## src/shared/ubrg_pkg.sv

```systemverilog
// Shared constants and types for the serial port baud rate generator.
package ubrg_pkg;

  // ---------------------------------------------------------------
  // Widths and division constants
  // ---------------------------------------------------------------
  localparam int unsigned CD_W         = 16;
  localparam int unsigned PRESCALE_DIV = 8;
  localparam int unsigned OVS_W        = 4;
  localparam logic [3:0]  OVS_LAST_X16 = 4'hF;
  localparam logic [3:0]  OVS_LAST_X8  = 4'h7;
  localparam logic [15:0] CD_OFF       = 16'h0000;
  localparam logic [15:0] CD_BYPASS    = 16'h0001;
  localparam logic [15:0] CD_STEP      = 16'h0001;

  // ---------------------------------------------------------------
  // Serial clock ceiling in peripheral interface mode
  // ---------------------------------------------------------------
  localparam int unsigned SPI_MIN_CYC  = 4;
  localparam int unsigned GAP_W        = 3;
  localparam logic [2:0]  GAP_READY    = 3'(SPI_MIN_CYC - 1);
  localparam logic [2:0]  GAP_STEP     = 3'h1;
  localparam logic [2:0]  GAP_RESET    = 3'h0;

  // ---------------------------------------------------------------
  // Clock source selection and operating mode
  // ---------------------------------------------------------------
  typedef enum logic [1:0] {
    UBRG_SRC_MCK = 2'b00,
    UBRG_SRC_DIV = 2'b01,
    UBRG_SRC_RSV = 2'b10,
    UBRG_SRC_EXT = 2'b11
  } ubrg_src_t;

  typedef enum logic [1:0] {
    UBRG_MODE_ASYNC = 2'b00,
    UBRG_MODE_SYNC  = 2'b01,
    UBRG_MODE_SPI   = 2'b10,
    UBRG_MODE_RSV   = 2'b11
  } ubrg_mode_t;

  // Contents of the serial mode register and baud divider register.
  typedef struct packed {
    ubrg_src_t         clock_source_select;
    ubrg_mode_t        mode;
    logic              over;
    logic [CD_W-1:0]   divide_count;
  } ubrg_cfg_t;

  localparam ubrg_cfg_t CFG_RESET = '{
    clock_source_select: UBRG_SRC_MCK,
    mode:                UBRG_MODE_ASYNC,
    over:                1'b0,
    divide_count:        CD_OFF
  };

endpackage

```

## src/verilog/ubrg_core.sv

```systemverilog
// Baud rate generator: source select, divide count and oversampling stages.
module ubrg_core #(
  parameter int unsigned PRESCALE = ubrg_pkg::PRESCALE_DIV
) (
  input  wire logic               i_clk,
  input  wire logic               i_resetn,
  input  wire logic               i_pclk_en,
  input  wire logic               i_cfg_wr,
  input  wire ubrg_pkg::ubrg_cfg_t i_cfg,
  input  wire logic               i_sck_pin,
  output logic                    o_baud_tick,
  output logic                    o_sample_tick,
  output logic                    o_active,
  output logic                    o_bypass
);

  // ---------------------------------------------------------------
  // Helpers
  // ---------------------------------------------------------------
  localparam int unsigned PRE_W = (PRESCALE > 1) ? $clog2(PRESCALE) : 1;
  localparam logic [PRE_W-1:0] PRE_LAST = PRE_W'(PRESCALE - 1);
  localparam logic [PRE_W-1:0] PRE_STEP = PRE_W'(1);
  localparam logic [PRE_W-1:0] PRE_ZERO = '0;
  localparam logic [ubrg_pkg::OVS_W-1:0] OVS_STEP = ubrg_pkg::OVS_W'(1);
  localparam logic [ubrg_pkg::OVS_W-1:0] OVS_ZERO = '0;

  // Wraps a pulse counter; a limit lowered under the count wraps at once.
  function automatic logic at_last(input logic [15:0] cnt,
                                   input logic [15:0] last);
    at_last = (cnt >= last);
  endfunction

  // ---------------------------------------------------------------
  // Configuration holding
  // ---------------------------------------------------------------
  ubrg_pkg::ubrg_cfg_t cfg_r;

  // Writes bypass gating.
  // The peripheral clock enable is deliberately not consulted here so
  // that setup can complete before the enable is switched on.
  always_ff @(posedge i_clk or negedge i_resetn) begin
    if (!i_resetn) begin
      cfg_r <= ubrg_pkg::CFG_RESET;
    end else if (i_cfg_wr) begin
      cfg_r <= i_cfg;
    end
  end

  logic        is_async;
  logic        is_spi;
  logic        ext_direct;
  logic [15:0] cd;

  assign cd       = cfg_r.divide_count;
  assign is_async = (cfg_r.mode == ubrg_pkg::UBRG_MODE_ASYNC);
  assign is_spi   = (cfg_r.mode == ubrg_pkg::UBRG_MODE_SPI);

  assign ext_direct = !is_async
                   && (cfg_r.clock_source_select == ubrg_pkg::UBRG_SRC_EXT);

  // ---------------------------------------------------------------
  // Serial clock pin synchroniser
  // ---------------------------------------------------------------
  logic sck_meta_r;
  logic sck_sync_r;
  logic sck_prev_r;
  logic ext_rise;

  always_ff @(posedge i_clk or negedge i_resetn) begin
    if (!i_resetn) begin
      sck_meta_r <= 1'b0;
      sck_sync_r <= 1'b0;
    end else begin
      sck_meta_r <= i_sck_pin;
      sck_sync_r <= sck_meta_r;
    end
  end

  // Edge history frozen.
  // The previous level only moves while enabled, so an edge seen while
  // stopped is taken on resume rather than lost or doubled.
  always_ff @(posedge i_clk or negedge i_resetn) begin
    if (!i_resetn) begin
      sck_prev_r <= 1'b0;
    end else if (i_pclk_en) begin
      sck_prev_r <= sck_sync_r;
    end
  end

  // Phase width reliance.
  // Detection depends on each pin phase covering a full system period;
  // shorter phases may be missed by the two-stage synchroniser.
  assign ext_rise = i_pclk_en && sck_sync_r && !sck_prev_r;

  // ---------------------------------------------------------------
  // Fixed prescaler
  // ---------------------------------------------------------------
  logic [PRE_W-1:0] pre_cnt_r;
  logic             pre_tick;

  // The prescaler runs free while enabled, so the first divided pulse after
  // selecting it may come early; every later period is whole.
  assign pre_tick = i_pclk_en && (pre_cnt_r == PRE_LAST);

  always_ff @(posedge i_clk or negedge i_resetn) begin
    if (!i_resetn) begin
      pre_cnt_r <= PRE_ZERO;
    end else if (i_pclk_en) begin
      if (pre_cnt_r == PRE_LAST) begin
        pre_cnt_r <= PRE_ZERO;
      end else begin
        pre_cnt_r <= pre_cnt_r + PRE_STEP;
      end
    end
  end

  // ---------------------------------------------------------------
  // Source selection
  // ---------------------------------------------------------------
  logic src_tick;

  // Source code 2 is reserved and yields no pulses, so a stray write to it
  // stalls the link quietly instead of running it at an unexpected rate.
  // Source select.
  always_comb begin
    case (cfg_r.clock_source_select)
      ubrg_pkg::UBRG_SRC_MCK: begin
        src_tick = i_pclk_en;
      end
      ubrg_pkg::UBRG_SRC_DIV: begin
        src_tick = pre_tick;
      end
      ubrg_pkg::UBRG_SRC_EXT: begin
        src_tick = ext_rise;
      end
      default: begin
        src_tick = 1'b0;
      end
    endcase
  end

  // ---------------------------------------------------------------
  // Divide count stage
  // ---------------------------------------------------------------
  logic [15:0] cd_cnt_r;
  logic        div_tick;

  always_comb begin
    if (cd == ubrg_pkg::CD_OFF) begin
      div_tick = 1'b0;
    end else if (cd == ubrg_pkg::CD_BYPASS) begin
      div_tick = src_tick;
    end else begin
      div_tick = src_tick && at_last(cd_cnt_r, cd - ubrg_pkg::CD_STEP);
    end
  end

  // Programmable count.
  // The counter idles at zero while bypassed or off, so the first period
  // after a later count is programmed is always whole.
  always_ff @(posedge i_clk or negedge i_resetn) begin
    if (!i_resetn) begin
      cd_cnt_r <= ubrg_pkg::CD_OFF;
    end else if (cd == ubrg_pkg::CD_OFF || cd == ubrg_pkg::CD_BYPASS) begin
      cd_cnt_r <= ubrg_pkg::CD_OFF;
    end else if (src_tick) begin
      if (at_last(cd_cnt_r, cd - ubrg_pkg::CD_STEP)) begin
        cd_cnt_r <= ubrg_pkg::CD_OFF;
      end else begin
        cd_cnt_r <= cd_cnt_r + ubrg_pkg::CD_STEP;
      end
    end
  end

  // ---------------------------------------------------------------
  // Oversampling stage
  // ---------------------------------------------------------------
  logic [ubrg_pkg::OVS_W-1:0] ovs_cnt_r;
  logic [ubrg_pkg::OVS_W-1:0] ovs_last;
  logic                       ovs_wrap;

  // A switch from 16x to 8x can leave the counter above the new limit; the
  // compare wraps it at the next sampling pulse rather than at the top.
  // Oversample rate.
  assign ovs_last = cfg_r.over ? ubrg_pkg::OVS_LAST_X8 : ubrg_pkg::OVS_LAST_X16;
  assign ovs_wrap = at_last(16'(ovs_cnt_r), 16'(ovs_last));

  always_ff @(posedge i_clk or negedge i_resetn) begin
    if (!i_resetn) begin
      ovs_cnt_r <= OVS_ZERO;
    end else if (!is_async) begin
      ovs_cnt_r <= OVS_ZERO;
    end else if (div_tick) begin
      if (ovs_wrap) begin
        ovs_cnt_r <= OVS_ZERO;
      end else begin
        ovs_cnt_r <= ovs_cnt_r + OVS_STEP;
      end
    end
  end

  // ---------------------------------------------------------------
  // Bit-period selection
  // ---------------------------------------------------------------
  logic baud_raw;

  always_comb begin
    if (is_async) begin
      baud_raw = div_tick && ovs_wrap;
    end else if (ext_direct) begin
      baud_raw = src_tick;
    end else begin
      baud_raw = div_tick;
    end
  end

  // ---------------------------------------------------------------
  // Peripheral interface rate ceiling
  // ---------------------------------------------------------------
  logic [ubrg_pkg::GAP_W-1:0] gap_cnt_r;
  logic                       gap_ok;
  logic                       baud_ok;

  // Quarter-rate ceiling.
  // A too-fast setting loses ticks instead of overrunning the link; the
  // remaining ticks then come slower than programmed, so software must still program
  // a legal count.
  assign gap_ok  = !is_spi || (gap_cnt_r == ubrg_pkg::GAP_READY);
  assign baud_ok = baud_raw && gap_ok;

  always_ff @(posedge i_clk or negedge i_resetn) begin
    if (!i_resetn) begin
      gap_cnt_r <= ubrg_pkg::GAP_READY;
    end else if (i_pclk_en) begin
      if (baud_ok) begin
        gap_cnt_r <= ubrg_pkg::GAP_RESET;
      end else if (gap_cnt_r != ubrg_pkg::GAP_READY) begin
        gap_cnt_r <= gap_cnt_r + ubrg_pkg::GAP_STEP;
      end
    end
  end

  // ---------------------------------------------------------------
  // Registered outputs
  // ---------------------------------------------------------------
  // Every output is registered, so a user sees each tick one cycle after
  // the stage that made it; both directions see the same delay.
  // Shared bit tick.
  always_ff @(posedge i_clk or negedge i_resetn) begin
    if (!i_resetn) begin
      o_baud_tick <= 1'b0;
    end else begin
      o_baud_tick <= baud_ok;
    end
  end

  always_ff @(posedge i_clk or negedge i_resetn) begin
    if (!i_resetn) begin
      o_sample_tick <= 1'b0;
    end else begin
      o_sample_tick <= is_async && div_tick;
    end
  end

  always_ff @(posedge i_clk or negedge i_resetn) begin
    if (!i_resetn) begin
      o_active <= 1'b0;
      o_bypass <= 1'b0;
    end else begin
      o_active <= ext_direct || (cd != ubrg_pkg::CD_OFF);
      o_bypass <= !ext_direct && (cd == ubrg_pkg::CD_BYPASS);
    end
  end

endmodule // ubrg_core

```

## config.mk

```make
export PLATFORM = sky130hd
export DESIGN_NAME = ubrg_core
export DESIGN_NICKNAME = d
export VERILOG_FILES = /design/src/shared/ubrg_pkg.sv /design/src/verilog/ubrg_core.sv
export SDC_FILE = /design/constraint.sdc
export NUM_CORES = 1
export LEC_CHECK = 0
export ABC_AREA = 0
export ABC_CLOCK_PERIOD_IN_PS = 4200
export BUFFER_PORTS_ARGS = -buffer_cell sky130_fd_sc_hd__buf_2
export CORE_MARGIN = 8
export CORE_UTILIZATION = 35
export CTS_CLUSTER_SIZE = 12
export DETAILED_ROUTE_END_ITERATION = 12
export PLACE_DENSITY = 0.51
export REMOVE_ABC_BUFFERS = 1
export SETUP_SLACK_MARGIN = 0.15
export SLEW_MARGIN = 15
export SYNTH_ARGS = -nofsm -noshare
export SYNTH_HDL_FRONTEND = slang
export SYNTH_SLANG_ARGS = --single-unit
export TNS_END_PERCENT = 100
```

## constraint.sdc

```tcl
create_clock -name i_clk -period 4.2 [get_ports i_clk]
set_input_delay 1.26 -clock i_clk [delete_from_list [all_inputs] [get_ports i_clk]]
set_output_delay 1.26 -clock i_clk [all_outputs]
set_load 0.03 [all_outputs]
```

==> impl_metrics.json, run 1 <==
{
  "hp-class": "register to register",
  "vias": 2486,
  "grt_usage_pct": 11.88,
  "cts_resized": 0,
  "fin_nets": 396,
  "cts_sinks": 54,
  "gp_congestion": 0.8038,
  "io_pins": 30,
  "numCtsBuffers": 5,
  "period_needed_ns": 3.723,
  "synthCells": 315,
  "worst_pin_slew_ns": 0.6679,
  "synth.distinct_cells": 53,
  "cts_setup_buffers": 0,
  "cellLeakagePower_nw": 1.597,
  "worstPathRequired_ns": 4.40,
  "ir_drop_mv": 0.1394,
  "cp_slowest_cell": "or4_4",
  "syn_area_mm2": 0.003214,
  "yosys.area.top_type_share_pct": 40.48,
  "initial_core_util_pct": 35.46,
  "cap_violations": 0,
  "timing.final.max_slew_violations": 0,
  "drt-met1-wl_um": 3465,
  "die_height_um": 111.8,
  "cp-start-kind": "register",
  "finClkSkew_ns": 0.006205,
  "cellPowerDensity_mw_per_mm2": 373.2,
  "cts-root-buf": "clkbuf_8",
  "synth_area_leaders": "dfrtp_1, ha_1, mux2_2",
  "setup_viol_count_final": 0,
  "yosysWarnings": 0,
  "clockBufferDepth": 2,
  "viasPerCell": 5.440,
  "crit_type": "register to register",
  "fp-row-count": 35,
  "port_buffers": 29,
  "seq_area_frac_synth_pct": 42.12,
  "fin_util_pct": 39.67,
  "final_cells": 457,
  "tritoncts": "done",
  "ant_nets": 0,
  "status": "completed",
  "critPathLaunch": "cd[3]",
  "drc_errors": 0,
  "cp-end-kind": "register",
  "grt_max_degree": 41,
  "clock_latency_ns": 0.31,
  "hold_buffers": 0,
  "drive_above_1_share_pct": 21.68,
  "fin_crit_sh_pct": 88.63,
  "synth_flop_cell": "dfrtp_1",
  "grt_overflow": 0,
  "rr_worst_depth": 13,
  "routed.top_layer": "met4",
  "finalInstanceArea_mm2": 0.003596,
  "area_growth_pct": 11.87,
  "diodes": 0,
  "detailroute.wirelength.met3_um": 118,
  "antenna_found_initial": 0,
  "r2r-end": "gap_cnt_r[2]",
  "routed_wl_um": 7000,
  "grt_pass1_wl_um": 12160,
  "synth_seq_cells": 54,
  "synth_area_per_cell_um2": 10.20,
  "cp_data_arrival_time_ns": 3.93,
  "place_area_mm2": 0.003498,
  "clk_pin_slew_ns": 0.11,
  "max_freq_ghz": 0.2686,
  "rsz0062_at_grt": "no",
  "async_flop_share_pct": 100.0,
  "synth-edff-count": 0,
  "hpwl_um": 5389,
  "die_w_um": 111.8,
  "min_to": "sck_sync_r",
  "coreArea_mm2": 0.009065,
  "path_cells": "or4_4 > nor3_1 > nand2_1 > nor4_1 > xnor2_1 > ha_1 > a21oi_1 > nor2_1 > a2111oi_0 > nand4_1 > buf_12 > a22o_1 > mux2_1",
  "crit_fanout": 40,
  "first_pass_iters": 4,
  "hold_viol": 0,
  "place_inst": 449,
  "critPathMaxStageDelay_ns": 0.57,
  "avgRoutedWirePerCell_um": 15.32,
  "synth_top_area_cell": "dfrtp_1",
  "die-area_mm2": 0.01251,
  "dr_wl_met2_um": 3272,
  "min_path_cells": 0,
  "max_slew_margin_pct": 55.07,
  "drt_iter0_drc": 59,
  "grt_pass1_vias": 2436,
  "rr_startpoint": "cd[3]",
  "r2r_setup_slack_ns": 0.48,
  "worstHoldStart": "sck_meta_r",
  "h-tree-depth": 2,
  "holdWs_ns": 0.3685
}
==> where the power goes <==
part	internal, mW	switching [mW]	total [mW]	leakage [nW]
Sequential	0.601	0.0725	0.674	0.663
Clock	0.125	0.192	0.318	0.0506
Combinational	0.174	0.177	0.350	0.883
Total	0.900	0.442	1.34	1.60
==> synthesized netlist by cell type, types with 5 or more instances <==
library cell / count
o21ai_0: 8
nor3_1: 15
clkbuf_1: 5
ha_1: 25
nand3_1: 6
nor2_1: 22
o311ai_0: 6
inv_1: 7
nand2_1: 33
or3_1: 5
dfrtp_1: 52
o21a_1: 7
a21oi_1: 12
nor4_1: 9
xnor2_1: 11
mux2_2: 24
==> cell type report <==
cell class,count,area (µm²)
clock inverters,3,28.78
repair buffers,33,187.7
multi-input cells,244,1792
fillers,895,5469
inverters,7,26.28
flip-flops and latches,54,1354
clock buffers,5,68.82
well taps,111,138.9
==> flip-flops by register name, indices dropped and copies added, names as in the netlist <==
register / count
sck_sync_r: 1
sck_prev_r: 1
o_active: 1
ovs_cnt_r: 4
o_sample_tick: 1
sck_meta_r: 1
cfg_r: 5
gap_cnt_r: 3
cd_cnt_r: 16
o_bypass: 1
o_baud_tick: 1
cd: 16
pre_cnt_r: 3
==> layout by cell type (no fill, tap or decap), drive strengths merged, types with 7 or more instances in the layout <==
cell	count
ha	25
o21a	7
nor2	23
buf	33
xnor2	11
o21ai	8
nor4	9
mux2	27
inv	9
nor3	15
a21oi	12
nand2	33
dfrtp	52
==> through the flow <==
stage | setup TNS (ns) | setup slack [ns] | power [mW]
finish | 0 | 0.4774 | 1.342
global route | 0 | 0.2810 | 1.453
CTS | 0 | 0.4656 | 1.365
detailed placement | 0 | 0.4824 | 1.043
global placement | 0 | 0.5269 | 1.031
floorplan | -0.01102 | -0.01102 | 0.9294
==> metal layers <==
metal,vias up,GRT usage [%]
li1,1231,-
met4,0,4.558
met5,-,0
met3,10,1.840
met1,1211,16.29
met2,34,18.30
==> worst max-delay path by stage <==
stage / end / slack, ns
floorplan: gap_cnt_r[2] / -0.01
global placement: gap_cnt_r[2] / 0.53
detailed placement: gap_cnt_r[2] / 0.48
CTS: gap_cnt_r[2] / 0.47
global route: gap_cnt_r[2] / 0.28
finish: gap_cnt_r[2] / 0.48
==> worst max-delay path: cells and delay by family, from the launching register on <==
family	cells	cell delay (ns)
AOI/OAI and AO/OA	3	0.73
xor gates and xnor gates	1	0.17
adders and majority gates	1	0.26
buffers and inverters	1	0.22
DFF	1	0.43
muxes	1	0.32
and+or+nand+nor	6	1.47
==> logic make-up (layout without fill, tap and decap cells) <==
logic type | Yosys count | count (layout) | share of synthesized area [%]
and+or+nand+nor | 120 | 120 | 19.27
xor gates and xnor gates | 14 | 14 | 3.815
adders and majority gates | 25 | 25 | 9.731
buffers and inverters | 17 | 48 | 2.141
muxes | 28 | 28 | 9.770
DFF | 54 | 54 | 42.12
AOI/OAI and AO/OA | 57 | 57 | 13.16
(Power assumes the default switching activity.)
==> run 2, diff against run 1 <==
- CORE_MARGIN: 8 -> default
==> impl_metrics.json, run 2 (synthesis results as in run 1) <==
{
  "drt_iter0_drc": 53,
  "port_buffers": 29,
  "first_pass_iters": 4,
  "cellPowerDensity_mw_per_mm2": 381.4,
  "grt_pass1_wl_um": 11830,
  "cellLeakagePower_nw": 1.591,
  "cts_setup_buffers": 0,
  "place_area_mm2": 0.003487,
  "clk_pin_slew_ns": 0.10,
  "vias": 2452,
  "hold_viol": 0,
  "timing.final.max_slew_violations": 0,
  "coreArea_mm2": 0.008806,
  "place_inst": 445,
  "fin_crit_sh_pct": 88.52,
  "diodes": 0,
  "critPathMaxStageDelay_ns": 0.56,
  "drc_errors": 0,
  "cts-root-buf": "clkbuf_8",
  "die-area_mm2": 0.009571,
  "crit_fanout": 40,
  "cts_sinks": 54,
  "drive_above_1_share_pct": 21.45,
  "die_height_um": 97.83,
  "hpwl_um": 5109,
  "period_needed_ns": 3.718,
  "hold_buffers": 0,
  "worst_pin_slew_ns": 0.8339,
  "crit_type": "register to register",
  "io_pins": 30,
  "antenna_found_initial": 0,
  "cp-start-kind": "register",
  "mostFrequentLayoutCells": "dfrtp_1, nand2_1, buf_2",
  "tritoncts": "done",
  "area_growth_pct": 12.03,
  "cap_violations": 0,
  "grt_max_degree": 41,
  "numCtsBuffers": 5,
  "grt_usage_pct": 15.16,
  "hp-class": "register to register",
  "fin_nets": 395,
  "total_power_mw": 1.374,
  "path_cells": "or4_4 > nor3_1 > nand2_1 > nor4_1 > xnor2_1 > ha_1 > a21oi_1 > nor2_1 > a2111oi_0 > nand4_1 > buf_12 > a22o_1 > mux2_1",
  "ir_drop_mv": 0.1826,
  "avgRoutedWirePerCell_um": 14.74,
  "finalInstanceArea_mm2": 0.003601,
  "rsz0062_at_grt": "no",
  "cp_data_arrival_time_ns": 3.91,
  "clock_latency_ns": 0.31,
  "setup_ws_ns": 0.4820,
  "finClkSkew_ns": 0.008715,
  "cts_resized": 0,
  "die_w_um": 97.83,
  "max_slew_margin_pct": 43.82,
  "grt_overflow": 0,
  "final_common_cell": "dfrtp_1",
  "h-tree-depth": 2,
  "cp-end-kind": "register",
  "clockBufferDepth": 2,
  "initial_core_util_pct": 36.50,
  "worstPathRequired_ns": 4.39,
  "final_cells": 453,
  "max_freq_ghz": 0.2690,
  "setup_viol_count_final": 0,
  "post-place-ws_ns": 0.4710,
  "gp_congestion": 0.7478,
  "grt_pass1_vias": 2425,
  "status": "completed",
  "viasPerCell": 5.413,
  "fp-row-count": 34,
  "routed_wl_um": 6676,
  "ant_nets": 0,
  "cp_slowest_cell": "or4_4"
}
==> run 2: layer usage <==
metal | part of all wire, % | vias up | GRT usage [%]
li1 | - | 1227 | -
met2 | 46 | 30 | 24.16
met5 | 0 | - | 0
met3 | 2.3 | 2 | 2.147
met4 | 0.21 | 0 | 3.147
met1 | 52 | 1193 | 21.91
==> run 2: final timing paths <==
path	end	depth (start not counted)	slack [ns]	from
max	gap_cnt_r[2]	13	0.48	cd[3]
max in group asynchronous	gap_cnt_r[1]	2	2.40	i_resetn
min reg2reg	sck_sync_r	0	0.36	sck_meta_r
max reg2reg	gap_cnt_r[2]	13	0.48	cd[3]
min in group asynchronous	cd[11]	1	0.95	i_resetn
min	sck_sync_r	0	0.36	sck_meta_r
==> run 2: power breakdown <==
part           total [mW]  internal (mW)  switching (mW)
sequential          0.672          0.601          0.0710
combinational       0.348          0.172           0.176
clock               0.354          0.178           0.176
total                1.37          0.951           0.423
==> run 2: layout make-up <==
type	instances	area [µm²]
inverters	7	26.28
flip-flops and latches	54	1354
fillers	889	5205
repair buffers	32	180.2
multi-input cells	244	1792
clock inverters	3	45.04
clock buffers	5	68.82
well taps	108	135.1
==> run 2: worst max-delay path, delay by kind of cell, from the launching register on <==
family / cells / cell delay [ns]
adder cells (fa/ha/maj): 1 / 0.26
flip-flops: 1 / 0.43
multiplexers: 1 / 0.31
AO/OA/AOI/OAI: 3 / 0.75
AND/OR/NAND/NOR: 6 / 1.45
buffers and inverters: 1 / 0.22
XOR/XNOR: 1 / 0.16
==> run 2: through the flow <==
step                      hold slack [ns]   TNS, ns  util (%)
after floorplan                    0.3312  -0.01102         -
after global placement             0.3398         0     39.60
after detailed placement           0.3365         0     39.60
after CTS                          0.3607         0     40.89
after global routing               0.3691         0     40.89
final                              0.3565         0     40.89
==> run 3, diff against run 2 <==
- PLACE_DENSITY: 0.51 -> 0.58
- SETUP_SLACK_MARGIN: 0.15 -> default
==> impl_metrics.json, run 3 (synthesis results as in run 1) <==
{
  "status": "completed",
  "internal_power_uw": 911.0,
  "setup_viol_count_final": 0,
  "area_growth_pct": 11.56,
  "viasPerCell": 5.479,
  "gp_congestion": 0.8415,
  "post-place-ws_ns": 0.3935,
  "register_area_mm2": 0.001354,
  "die_w_um": 97.83,
  "switching_share_pct": 32.59,
  "grt_overflow": 0,
  "worstPathRequired_ns": 4.40,
  "grt_usage_pct": 15.12,
  "fin_crit_sh_pct": 90.24,
  "cp-start-kind": "register",
  "multi_input_area_mm2": 0.001792,
  "drt_iter0_drc": 115,
  "cts_sinks": 54,
  "cts-root-buf": "clkbuf_8",
  "sequentialPowerShare_pct": 49.9,
  "crit_type": "register to register",
  "die_height_um": 97.83,
  "grt_max_degree": 41,
  "coreArea_mm2": 0.008806,
  "cp_data_arrival_time_ns": 3.99,
  "initial_core_util_pct": 36.50,
  "timing.final.max_slew_violations": 0,
  "total_power_mw": 1.351,
  "io_pins": 30,
  "clk_pin_slew_ns": 0.10,
  "clock_latency_ns": 0.32,
  "crit_fanout": 40,
  "ant_nets": 0,
  "hpwl_um": 4996,
  "clockPowerShare_pct": 23.8,
  "pwr-share-comb_pct": 26.3,
  "grt_pass1_wl_um": 11620,
  "first_pass_iters": 4,
  "clockBufferDepth": 2,
  "numCtsBuffers": 5,
  "tritoncts": "done",
  "ir_drop_mv": 0.1892,
  "cap_violations": 0,
  "worst_pin_slew_ns": 0.8915,
  "finClkSkew_ns": 0.007665,
  "cp-end-kind": "register",
  "fp-row-count": 34,
  "num-fill-cells": 857,
  "cts_setup_buffers": 0,
  "avgRoutedWirePerCell_um": 14.90,
  "final_common_cell": "dfrtp_1",
  "p_switching_uw": 440.4,
  "rsz0062_at_grt": "no",
  "final_cells": 453,
  "vias": 2482,
  "antenna_found_initial": 0,
  "max_freq_ghz": 0.2638,
  "hold_viol": 0,
  "period_needed_ns": 3.790,
  "fin_util_pct": 40.72,
  "cts_resized": 0,
  "routed_wl_um": 6748,
  "die-area_mm2": 0.009571,
  "cellLeakagePower_nw": 1.589,
  "drc_errors": 0,
  "mostFrequentLayoutCells": "dfrtp_1, nand2_1, buf_2",
  "place_inst": 445,
  "port_buffers": 29,
  "cellPowerDensity_mw_per_mm2": 376.9,
  "drive_above_1_share_pct": 21.45,
  "fin_nets": 395,
  "grt_pass1_vias": 2387,
  "max_slew_margin_pct": 39.94,
  "diodes": 0,
  "hp-class": "register to register",
  "setup_ws_ns": 0.4098,
  "hold_buffers": 0,
  "h-tree-depth": 2
}
## run 3: stage by stage
stage               TNS (ns)  hold slack (ns)  instance area [µm²]
floorplan           -0.01102           0.3312                 3172
global placement           0           0.3337                 3487
detailed placement         0           0.3416                 3487
CTS                        0           0.3658                 3586
global route               0           0.3733                 3586
finish                     0           0.3603                 3586
## run 3: area by class of cell
type / instances / share of cell area (%)
multi-input cells: 244 / 49.97
flip-flops and latches: 54 / 37.75
repair buffers: 32 / 5.024
well taps: 108 / 3.768
clock buffers: 6 / 2.303
inverters: 7 / 0.7327
clock inverters: 2 / 0.4536
## run 3: critical path, cell delays in order (launching register included)
cell and delay, ns:
dfrtp_1 0.43, or4_4 0.56, nor3_1 0.20, nand2_1 0.15, nor4_1 0.31, xnor2_1 0.17
ha_1 0.26, a21oi_1 0.15, nor2_1 0.05, a2111oi_0 0.38, nand4_1 0.21, buf_12 0.21
a22o_1 0.27, mux2_1 0.31
## run 3: layer usage
| layer | up-vias | global-route usage [%] | wire length, µm |
|---|---|---|---|
| li1 | 1234 | - | - |
| met1 | 1191 | 21.36 | 3388 |
| met2 | 46 | 22.97 | 3014 |
| met3 | 11 | 2.434 | 194 |
| met4 | 0 | 6.294 | 150 |
| met5 | - | 0 | 0 |
## run 3: power by group through the flow
stage / Combinational, mW / Sequential [mW] / Clock, mW
detailed placement: 0.357 / 0.685 / 0
global route: 0.409 / 0.686 / 0.352
floorplan: 0.267 / 0.662 / 0
CTS: 0.359 / 0.675 / 0.331
finish: 0.355 / 0.674 / 0.322
global placement: 0.343 / 0.683 / 0
## run 3: path summary, 6_finish.rpt
kind	slack, ns	from	cells past startpoint	to
max in group asynchronous	2.45	i_resetn	2	gap_cnt_r[0]
worst max-delay path	0.41	cd[3]	13	gap_cnt_r[2]
worst min-delay path	0.36	sck_meta_r	0	sck_sync_r
worst min register to register	0.36	sck_meta_r	0	sck_sync_r
min in group asynchronous	0.92	i_resetn	1	cd[5]
worst max register to register	0.41	cd[3]	13	gap_cnt_r[2]
